### src/image_decode_pkg.sv
package image_decode_pkg;

   // Register offsets.
   localparam logic [11:0] OFF_BASE    = 12'h12C;
   localparam logic [11:0] OFF_BOUND   = 12'h130;
   localparam logic [11:0] OFF_OFFSET  = 12'h134;
   localparam logic [11:0] OFF_CONTROL = 12'h13C;
   localparam logic [11:0] OFF_STATUS  = 12'h1F0;

   // Field positions.
   localparam int HI_MSB      = 31;
   localparam int HI_LSB      = 16;
   localparam int EN_BIT      = 31;
   localparam int POST_BIT    = 30;
   localparam int WID_MSB     = 23;
   localparam int WID_LSB     = 22;
   localparam int SPC_MSB     = 18;
   localparam int SPC_LSB     = 16;
   localparam int PROG_BIT    = 14;
   localparam int SUP_BIT     = 12;
   localparam int BLK_BIT     = 8;
   localparam int IOSP_BIT    = 0;
   localparam int ST_BUSY_BIT = 0;
   localparam int ST_POST_BIT = 1;
   localparam int ST_MISS_BIT = 2;

   // Encodings and reset values.
   localparam logic [1:0]  W8        = 2'h0;
   localparam logic [1:0]  W16       = 2'h1;
   localparam logic [1:0]  W32       = 2'h2;
   localparam logic [1:0]  W64       = 2'h3;
   localparam logic [2:0]  SP_A16    = 3'h0;
   localparam logic [2:0]  SP_A24    = 3'h1;
   localparam logic [2:0]  SP_A32    = 3'h2;
   localparam logic [1:0]  WID_RST   = W32;
   localparam logic [2:0]  SPC_RST   = SP_A16;
   localparam logic [15:0] HALF_ZERO = 16'h0000;
   localparam logic [31:0] WORD_ZERO = 32'h0000_0000;

   // Transfer sequencer states.
   typedef enum logic [2:0] {
      ST_IDLE    = 3'b001,
      ST_COUPLED = 3'b010,
      ST_POSTED  = 3'b100
   } txn_state_t;

endpackage

### src/image_cfg_if.sv
`timescale 1ns/100ps
// Window settings toward the decoder and its answer back.
interface image_cfg_if;
   logic        enable;
   logic        io_space;
   logic [15:0] base;
   logic [15:0] bound;
   logic [15:0] offset;
   logic [2:0]  space;
   logic [1:0]  width;
   logic        block_sel;
   logic [31:0] pci_addr;
   logic        pci_io;
   logic        hit;
   logic [31:0] vme_addr;
   logic        blt_allow;
   logic        mblt_allow;

   modport regs (output enable, io_space, base, bound, offset, space, width,
                 block_sel, pci_addr, pci_io,
                 input  hit, vme_addr, blt_allow, mblt_allow);
   modport decode (input  enable, io_space, base, bound, offset, space, width,
                   block_sel, pci_addr, pci_io,
                   output hit, vme_addr, blt_allow, mblt_allow);
endinterface // image_cfg_if

### src/image_window_decode.sv
`timescale 1ns/100ps
// Pure combinational window match, translation and cycle-type decision.
module image_window_decode
   import image_decode_pkg::*;
(
   image_cfg_if.decode cfg
);
   logic [15:0] hi;
   logic        above_base;
   logic        below_bound;
   logic        a24_a32;

   // ------------------------------------------------------------
   // Window match
   // ------------------------------------------------------------
   // Compare the upper half of the PCI address against the limits.
   always_comb begin
      hi          = cfg.pci_addr[HI_MSB:HI_LSB];
      above_base  = (hi >= cfg.base);
      below_bound = (cfg.bound == HALF_ZERO) || (hi < cfg.bound);
      cfg.hit     = cfg.enable
                    && (cfg.pci_io == cfg.io_space)
                    && above_base && below_bound;
   end

   // ------------------------------------------------------------
   // Translation and block-transfer permission
   // ------------------------------------------------------------
   // Upper half is a wrapping sum; the low half is passed through.
   always_comb begin
      cfg.vme_addr = {16'(hi + cfg.offset),
                      cfg.pci_addr[HI_LSB-1:0]};
      a24_a32        = (cfg.space == SP_A24) || (cfg.space == SP_A32);
      cfg.blt_allow  = cfg.block_sel && a24_a32 && (cfg.width != W64);
      cfg.mblt_allow = a24_a32 && (cfg.width == W64);
   end
endmodule // image_window_decode

### src/pci_to_vme_image_decode.sv
`timescale 1ns/100ps
// One PCI-to-VME target window: APB registers, decode and a one-deep post.
module pci_to_vme_image_decode
   import image_decode_pkg::*;
#(
   parameter int DATA_W = 32
)(
   input  wire logic              REF_CLK,
   input  wire logic              RST_N,
   // APB slave.
   input  wire logic              PSEL,
   input  wire logic              PENABLE,
   input  wire logic              PWRITE,
   input  wire logic [11:0]       PADDR,
   input  wire logic [31:0]       PWDATA,
   output logic      [31:0]       PRDATA,
   output logic                   PREADY,
   output logic                   PSLVERR,
   // PCI target request side.
   input  wire logic              PCI_REQ,
   input  wire logic [31:0]       PCI_ADDR,
   input  wire logic              PCI_IO,
   input  wire logic              PCI_WRITE,
   input  wire logic [DATA_W-1:0] PCI_WDATA,
   output logic                   PCI_DONE,
   output logic                   PCI_MISS,
   output logic                   PCI_BUSY,
   output logic      [DATA_W-1:0] PCI_RDATA,
   // VME cycle engine side.
   output logic                   VME_REQ,
   output logic                   VME_WRITE,
   output logic      [31:0]       VME_ADDR,
   output logic      [DATA_W-1:0] VME_WDATA,
   output logic      [2:0]        VME_SPACE,
   output logic      [1:0]        VME_WIDTH,
   output logic                   VME_PROGRAM,
   output logic                   VME_SUPERVISOR,
   output logic                   VME_BLT_ALLOW,
   output logic                   VME_MBLT_ALLOW,
   input  wire logic              VME_ACK,
   input  wire logic [DATA_W-1:0] VME_RDATA
);

   // ------------------------------------------------------------
   // Elaboration check
   // ------------------------------------------------------------
   // The data path is one APB word at most.
   if (DATA_W < 8 || DATA_W > 32) begin : g_bad_width
      $error("DATA_W must lie between 8 and 32.");
   end

   // ------------------------------------------------------------
   // State
   // ------------------------------------------------------------
   typedef struct packed {
      logic              pready;
      logic              pslverr;
      logic [31:0]       prdata;
      logic [15:0]       base;
      logic [15:0]       bound;
      logic [15:0]       offset;
      logic              en;
      logic              post_ok;
      logic [1:0]        wid;
      logic [2:0]        spc;
      logic              prog;
      logic              sup;
      logic              blk;
      logic              iosp;
      txn_state_t        st;
      logic              last_miss;
      logic [15:0]       claims;
      logic              pci_done;
      logic              pci_miss;
      logic              pci_busy;
      logic [DATA_W-1:0] pci_rdata;
      logic              vme_req;
      logic              vme_write;
      logic [31:0]       vme_addr;
      logic [DATA_W-1:0] vme_wdata;
      logic [2:0]        vme_space;
      logic [1:0]        vme_width;
      logic              vme_program;
      logic              vme_super;
      logic              vme_blt;
      logic              vme_mblt;
   } state_t;

   // Reset image; undefined bits of the control word come up cleared.
   localparam state_t RST_STATE = '{
      pready:      1'b0,
      pslverr:     1'b0,
      prdata:      WORD_ZERO,
      base:        HALF_ZERO,
      bound:       HALF_ZERO,
      offset:      HALF_ZERO,
      en:          1'b0,
      post_ok:     1'b0,
      wid:         WID_RST,
      spc:         SPC_RST,
      prog:        1'b0,
      sup:         1'b0,
      blk:         1'b0,
      iosp:        1'b0,
      st:          ST_IDLE,
      last_miss:   1'b0,
      claims:      HALF_ZERO,
      pci_done:    1'b0,
      pci_miss:    1'b0,
      pci_busy:    1'b0,
      pci_rdata:   '0,
      vme_req:     1'b0,
      vme_write:   1'b0,
      vme_addr:    WORD_ZERO,
      vme_wdata:   '0,
      vme_space:   SP_A16,
      vme_width:   WID_RST,
      vme_program: 1'b0,
      vme_super:   1'b0,
      vme_blt:     1'b0,
      vme_mblt:    1'b0
   };

   state_t      r;
   state_t      next_r;
   logic        access;
   logic        do_write;
   logic        posted;
   logic [31:0] ctl_word;
   logic [31:0] stat_word;

   image_cfg_if cfg ();

   // ------------------------------------------------------------
   // Decoder
   // ------------------------------------------------------------
   // Present the live settings and the incoming address.
   assign cfg.enable    = r.en;
   assign cfg.io_space  = r.iosp;
   assign cfg.base      = r.base;
   assign cfg.bound     = r.bound;
   assign cfg.offset    = r.offset;
   assign cfg.space     = r.spc;
   assign cfg.width     = r.wid;
   assign cfg.block_sel = r.blk;
   assign cfg.pci_addr  = PCI_ADDR;
   assign cfg.pci_io    = PCI_IO;

   image_window_decode u_decode (
      .cfg (cfg.decode)
   );

   // ------------------------------------------------------------
   // Read views
   // ------------------------------------------------------------
   // Assemble the control and status words; reserved bits read zero.
   always_comb begin
      ctl_word                   = WORD_ZERO;
      ctl_word[EN_BIT]           = r.en;
      ctl_word[POST_BIT]         = r.post_ok;
      ctl_word[WID_MSB:WID_LSB]  = r.wid;
      ctl_word[SPC_MSB:SPC_LSB]  = r.spc;
      ctl_word[PROG_BIT]         = r.prog;
      ctl_word[SUP_BIT]          = r.sup;
      ctl_word[BLK_BIT]          = r.blk;
      ctl_word[IOSP_BIT]         = r.iosp;
      stat_word                  = WORD_ZERO;
      stat_word[ST_BUSY_BIT]     = r.pci_busy;
      stat_word[ST_POST_BIT]     = (r.st == ST_POSTED);
      stat_word[ST_MISS_BIT]     = r.last_miss;
      stat_word[HI_MSB:HI_LSB]   = r.claims;
   end

   // ------------------------------------------------------------
   // Next state
   // ------------------------------------------------------------
   always_comb begin
      next_r          = r;
      next_r.pci_done = 1'b0;
      next_r.pci_miss = 1'b0;

      // APB answers one cycle into the access phase.
      access   = PSEL && PENABLE;
      do_write = access && r.pready && PWRITE && !r.pslverr;
      next_r.pready = access && !r.pready;
      if (access && !r.pready) begin
         next_r.pslverr = 1'b0;
         next_r.prdata  = WORD_ZERO;
         case (PADDR)
            OFF_BASE:    next_r.prdata = {r.base, HALF_ZERO};
            OFF_BOUND:   next_r.prdata = {r.bound, HALF_ZERO};
            OFF_OFFSET:  next_r.prdata = {r.offset, HALF_ZERO};
            OFF_CONTROL: next_r.prdata = ctl_word;
            OFF_STATUS:  next_r.prdata = stat_word;
            default:     next_r.pslverr = 1'b1;
         endcase
      end else if (!access) begin
         next_r.pslverr = 1'b0;
      end

      // Writes land at the edge where the master sees PREADY high.
      if (do_write) begin
         case (PADDR)
            OFF_BASE: begin
               next_r.base = PWDATA[HI_MSB:HI_LSB];
            end
            OFF_BOUND: begin
               next_r.bound = PWDATA[HI_MSB:HI_LSB];
            end
            OFF_OFFSET: begin
               next_r.offset = PWDATA[HI_MSB:HI_LSB];
            end
            OFF_CONTROL: begin
               next_r.en   = PWDATA[EN_BIT];
               next_r.post_ok = PWDATA[POST_BIT];
               next_r.wid     = PWDATA[WID_MSB:WID_LSB];
               next_r.spc     = PWDATA[SPC_MSB:SPC_LSB];
               next_r.prog    = PWDATA[PROG_BIT];
               next_r.sup     = PWDATA[SUP_BIT];
               next_r.blk     = PWDATA[BLK_BIT];
               next_r.iosp    = PWDATA[IOSP_BIT];
            end
            default: begin
               next_r.last_miss = r.last_miss;
            end
         endcase
      end

      // Posting needs a memory-space write with posting allowed.
      posted = r.post_ok && !r.iosp && PCI_WRITE;

      // Transfer sequencer; requests while busy are not taken.
      case (r.st)
         ST_IDLE: begin
            if (PCI_REQ) begin
               if (cfg.hit) begin
                  next_r.last_miss   = 1'b0;
                  next_r.claims      = r.claims + 16'h0001;
                  next_r.pci_busy    = 1'b1;
                  next_r.vme_req     = 1'b1;
                  next_r.vme_write   = PCI_WRITE;
                  next_r.vme_addr    = cfg.vme_addr;
                  next_r.vme_wdata   = PCI_WDATA;
                  next_r.vme_space   = r.spc;
                  next_r.vme_width   = r.wid;
                  next_r.vme_program = r.prog;
                  next_r.vme_super   = r.sup;
                  next_r.vme_blt     = cfg.blt_allow;
                  next_r.vme_mblt    = cfg.mblt_allow;
                  if (posted) begin
                     // The PCI side is released before the VME cycle ends.
                     next_r.pci_done  = 1'b1;
                     next_r.pci_rdata = '0;
                     next_r.st        = ST_POSTED;
                  end else begin
                     next_r.st = ST_COUPLED;
                  end
               end else begin
                  next_r.pci_miss  = 1'b1;
                  next_r.last_miss = 1'b1;
               end
            end
         end

         ST_COUPLED: begin
            // The PCI cycle ends only when the VME cycle has ended.
            if (VME_ACK) begin
               next_r.vme_req   = 1'b0;
               next_r.pci_busy  = 1'b0;
               next_r.pci_done  = 1'b1;
               next_r.pci_rdata = r.vme_write ? '0 : VME_RDATA;
               next_r.st        = ST_IDLE;
            end
         end

         ST_POSTED: begin
            // The held write drains; nothing returns to PCI.
            if (VME_ACK) begin
               next_r.vme_req  = 1'b0;
               next_r.pci_busy = 1'b0;
               next_r.st       = ST_IDLE;
            end
         end

         default: begin
            next_r.vme_req  = 1'b0;
            next_r.pci_busy = 1'b0;
            next_r.st       = ST_IDLE;
         end
      endcase
   end

   // ------------------------------------------------------------
   // Register
   // ------------------------------------------------------------
   always_ff @(posedge REF_CLK or negedge RST_N) begin
      if (!RST_N) begin
         r <= RST_STATE;
      end else begin
         r <= next_r;
      end
   end

   // ------------------------------------------------------------
   // Outputs
   // ------------------------------------------------------------
   // Every output is a field of the registered state.
   assign PRDATA         = r.prdata;
   assign PREADY         = r.pready;
   assign PSLVERR        = r.pslverr;
   assign PCI_DONE       = r.pci_done;
   assign PCI_MISS       = r.pci_miss;
   assign PCI_BUSY       = r.pci_busy;
   assign PCI_RDATA      = r.pci_rdata;
   assign VME_REQ        = r.vme_req;
   assign VME_WRITE      = r.vme_write;
   assign VME_ADDR       = r.vme_addr;
   assign VME_WDATA      = r.vme_wdata;
   assign VME_SPACE      = r.vme_space;
   assign VME_WIDTH      = r.vme_width;
   assign VME_PROGRAM    = r.vme_program;
   assign VME_SUPERVISOR = r.vme_super;
   assign VME_BLT_ALLOW  = r.vme_blt;
   assign VME_MBLT_ALLOW = r.vme_mblt;

endmodule // pci_to_vme_image_decode

### config.mk
export PLATFORM = sky130hd
export DESIGN_NAME = pci_to_vme_image_decode
export DESIGN_NICKNAME = d
export VERILOG_FILES = /design/src/image_decode_pkg.sv /design/src/image_cfg_if.sv /design/src/image_window_decode.sv /design/src/pci_to_vme_image_decode.sv
export SDC_FILE = /design/constraint.sdc
export NUM_CORES = 1
export LEC_CHECK = 0
export ABC_CLOCK_PERIOD_IN_PS = 7300
export BUFFER_PORTS_ARGS = -buffer_cell sky130_fd_sc_hd__buf_2
export CAP_MARGIN = 15
export CORE_MARGIN = 2
export CORE_UTILIZATION = 50
export CTS_CLUSTER_SIZE = 16
export DETAILED_ROUTE_END_ITERATION = 10
export PLACE_DENSITY = 0.74
export SLEW_MARGIN = 10
export SYNTH_ARGS = -nofsm -noshare
export SYNTH_HDL_FRONTEND = slang
export SYNTH_SLANG_ARGS = --single-unit
### constraint.sdc
create_clock -name REF_CLK -period 7.3 [get_ports REF_CLK]
set_input_delay 1.46 -clock REF_CLK [delete_from_list [all_inputs] [get_ports REF_CLK]]
set_output_delay 1.46 -clock REF_CLK [all_outputs]
set_load 0.02 [all_outputs]
==> summary.md <==
| Metric | Value |
|---|---|
| Area of placed instances | 11900 um^2 |
| Switch share | 0.215 |
| Hold Path Depth | 2 |
| Detailed Routing Iterations Pass 1 | 6 |
| CTS tree | built |
| TNS Setup | 0 ps |
| Reg2reg end | VME_ADDR[31] |
| Final hold vios | 0 |
| Cell area after synthesis | around 11000 um^2 |
| Area grow syn2layout | 13.6% |
| Clk Tree Root Cell | clkbuf_16 |
| Synth Instances | ~1200 |
| Final Max Tran Viols | 0 |
| Die Ht | 154 um |
| Area share of the largest cell type after synthesis | 0.465 |
| Critical path arrival | 4600 ps |
| Top delay family on crit path | compound AO/OA/AOI/OAI gates |
| WL final | 28100 um |
| Max-cap violations | 0 |
| Critical path peak fanout | 48 |
| Startpoint class of the critical path | input pin |
| Row count | 54 |
| Clock buffer count from CTS | 24 |
| CP Capture Type | flop |
| Total GRT Usage | 0.235 |
| Seq/Total Area, Yosys | 0.472 |
| Cell-internal power | around 2.1 mW |
| Outcome | complete, no violations |
| Final Cell Area | 12800 um^2 |
| Cells on worst reg2reg path | 9 |
| CP bufs+invs | 2 |
| Register area | around 5300 um^2 |
| DR vias | 8476 |
| RR Startpoint | cfg.bound[2] |
| Post-synth EDFFs | 0 |
| IO Port Bufs | 270 |
| R2R Setup Slk | between 3000 and 4000 ps |
| Slowest-stage cell, CP | a2111o_2 |
| Synth warn | 0 |
| Ys async rst share | 1.00 |
| Clk buf depth | 3 |
| Max incr delay on CP | a little under 800 ps |
| Period utilisation layout | 0.580 |
| Remaining Overflow, GRT | 0 |
| I/O pins | 293 |
| Clock Power Share | 0.501 |
| GPL Wtd Cong | ~0.9 |
| Count leader, synth | nand2_1 |
| CP required | 7660 ps |
| Setup violations, final | 0 |
| Multi-input gate area | roughly 4500 um^2 |
| Worst slew margin | 0.314 |
| Synthesized area per cell | 9.45 um^2 |
| Global-route wire length before repair | between 40000 and 50000 um |
| Synth cell types | 55 |
| NetSw | 0.565 mW |
| Core area | approximately 22000 um^2 |
| Worst hold path type | flop to flop |
| Worst vdd ir | 0.000146 V |
| Worst-Skew Late Latency | between 500 and 600 ps |
| Tmin final | roughly 4200 ps |
| Initial antenna violation count | 0 |
| Initial Util | 0.512 |
| Crit path cell chain | buf_2 -> ha_1 -> a221o_1 -> a31oi_1 -> o21ai_1 -> a211oi_2 -> a2111o_2 -> buf_4 -> o21ai_0 |
| Yosys top cell by area | dfrtp_1 |
| Post-CTS Setup Bufs | 0 |
| # DRC | 0 |
| Worst Tran Pin Value | between 1000 and 1500 ps |
| WS Path Type | input pin to flop |
| Routed len/inst | about 17 um |
| Endpoint with the worst hold slack | VME_WIDTH[1] |
| Register share of total power | 0.449 |
| Post-CTS Resized | 0 |
| Clock transition at the registers of the reported paths | roughly 60 ps |
| Die W | 154 um |
| Hold buffers post-CTS | 0 |
| DRT antenna net count | 0 |
| RSZ-0062 raised after global routing | no |
| Nets | ~1500 |
| Post-DP HPWL | about 20000 um |
| Fmax | 0.236 GHz |
| Combinational share of power | 0.050 |
| DR iter-0 viols | 635 |
| Largest net degree at the start of global routing | 83 |
| Skew final | 18.0 ps |
| Die Area | around 24000 um^2 |
| Share of cells above drive strength 1 | 0.284 |
| Number of diodes | 0 |
| Synth top area cells | dfrtp_1 (46%), nand2_1 (10%), buf_4 (9.2%) |
| H-tree levels | 1 |
| Synth Register Bits | around 210 |
| Clock Sinks | between 200 and 250 |
| Filler cells | roughly 1900 |
| Leak | 7.00 nW |
| Ys flop type | dfrtp_1 |
| CP Depth | 9 |
| Vias in the first global route | roughly 8500 |
| Top cells by count, synth | nand2_1 (299), dfrtp_1 (209), buf_4 (138) |
| Hold Startpoint | VME_WIDTH[1] |
| Cell Pwr Density | a little over 200 nW/um^2 |
| Via density per instance | between 5 and 6 |
how the worst max path moves through the flow:
stage	start	endpoint	slack, ps
after floorplan	PCI_ADDR[18]	VME_ADDR[31]	3720
after global placement	PCI_ADDR[27]	VME_ADDR[28]	2640
after detailed placement	PCI_ADDR[27]	VME_ADDR[29]	2560
after CTS	PCI_ADDR[27]	VME_ADDR[29]	3080
after global routing	PCI_ADDR[27]	VME_ADDR[26]	2800
final	PCI_ADDR[27]	VME_ADDR[29]	3060
state kept, by name, summed over array words and instances, names as in the netlist, 2 cells and up:
name,cells
VME_WIDTH,2
ctl_word,3
PRDATA,22
cfg.offset,16
cfg.bound,16
cfg.width,2
cfg.space,3
PCI_RDATA,32
VME_ADDR,32
VME_SPACE,3
cfg.base,16
r,20
VME_WDATA,32
metal layers:
| layer | part of all wire | wire length (um) | vias up | GRT usage |
|---|---|---|---|---|
| met5 | 0 | 0 | - | 0 |
| met4 | 0.031 | 883 | 0 | 0.0850 |
| met3 | 0.064 | 1790 | 63 | 0.0386 |
| met2 | 0.48 | 13500 | 326 | 0.401 |
| met1 | 0.42 | 11900 | 4001 | 0.303 |
| li1 | - | - | 4086 | - |
layout make-up:
class                   count  share of cell area
repair buffers            281               0.114
clock inverters             9              0.0138
clock buffers              35              0.0542
flip-flops and latches    212               0.415
multi-input cells         730               0.353
inverters                  72              0.0212
well taps                 280              0.0274
cell families (layout without fill, tap and decap cells):
| family | Yosys count | after routing | share of synthesized area |
|---|---|---|---|
| buffers and inverters | 257 | 397 | 0.134 |
| AOI/OAI and AO/OA | 167 | 167 | 0.0952 |
| other | 1 | 10 | 0.000333 |
| muxes | 79 | 79 | 0.0754 |
| and+or+nand+nor | 399 | 399 | 0.148 |
| xor gates and xnor gates | 27 | 27 | 0.0210 |
| DFF | 212 | 212 | 0.472 |
| adders and majority gates | 48 | 48 | 0.0540 |
worst min-delay path, stage by stage, from the launching register on:
cell and delay [ps]:
dfstp_2 360, nand2_1 50, nand2_1 40
stage by stage:
stage | worst slack, ps | power [mW] | cells | hold slack, ps | util
2_1_floorplan | 3720 | 1.25 | 1199 | 435 | -
4_1_cts | 3080 | 2.65 | 1618 | 460 | 0.581
5_1_grt | 2800 | 2.72 | 1619 | 478 | 0.582
3_3_place_gp | 2640 | 1.33 | 1574 | 442 | 0.541
6_report | 3060 | 2.63 | 1619 | 458 | 0.582
3_5_place_dp | 2560 | 1.33 | 1574 | 451 | 0.541
power by group through the flow:
| stage | logic (mW) | registers [mW] | clock network (mW) |
|---|---|---|---|
| final | 0.132 | 1.18 | 1.32 |
| after global routing | 0.148 | 1.18 | 1.39 |
| after CTS | 0.132 | 1.18 | 1.34 |
| after detailed placement | 0.131 | 1.20 | 0 |
| after global placement | 0.129 | 1.20 | 0 |
| after floorplan | 0.0499 | 1.20 | 0 |
placed cells by master, fill, tap and decap left out, types with 3 or more instances in the layout:
cell / count
nand3b_1: 3
a21oi_1: 17
xnor2_1: 16
a21o_1: 7
a222oi_1: 14
a211oi_1: 5
nand4_1: 14
clkbuf_1: 7
inv_1: 72
dfstp_2: 3
clkbuf_8: 4
buf_4: 10
nor3_1: 6
and3_1: 8
a31oi_1: 8
mux2i_1: 33
clkbuf_16: 25
mux2_2: 46
nand2_1: 299
nand2b_1: 7
bufinv_16: 5
nand3_1: 11
dfrtp_1: 209
nor4_1: 6
nor2b_1: 6
ha_1: 47
buf_2: 269
xor2_1: 11
o31ai_1: 6
o21ai_0: 84
conb_1: 10
a22o_1: 4
nor2_1: 26
No activity file was read; power rests on OpenSTA's default activity.
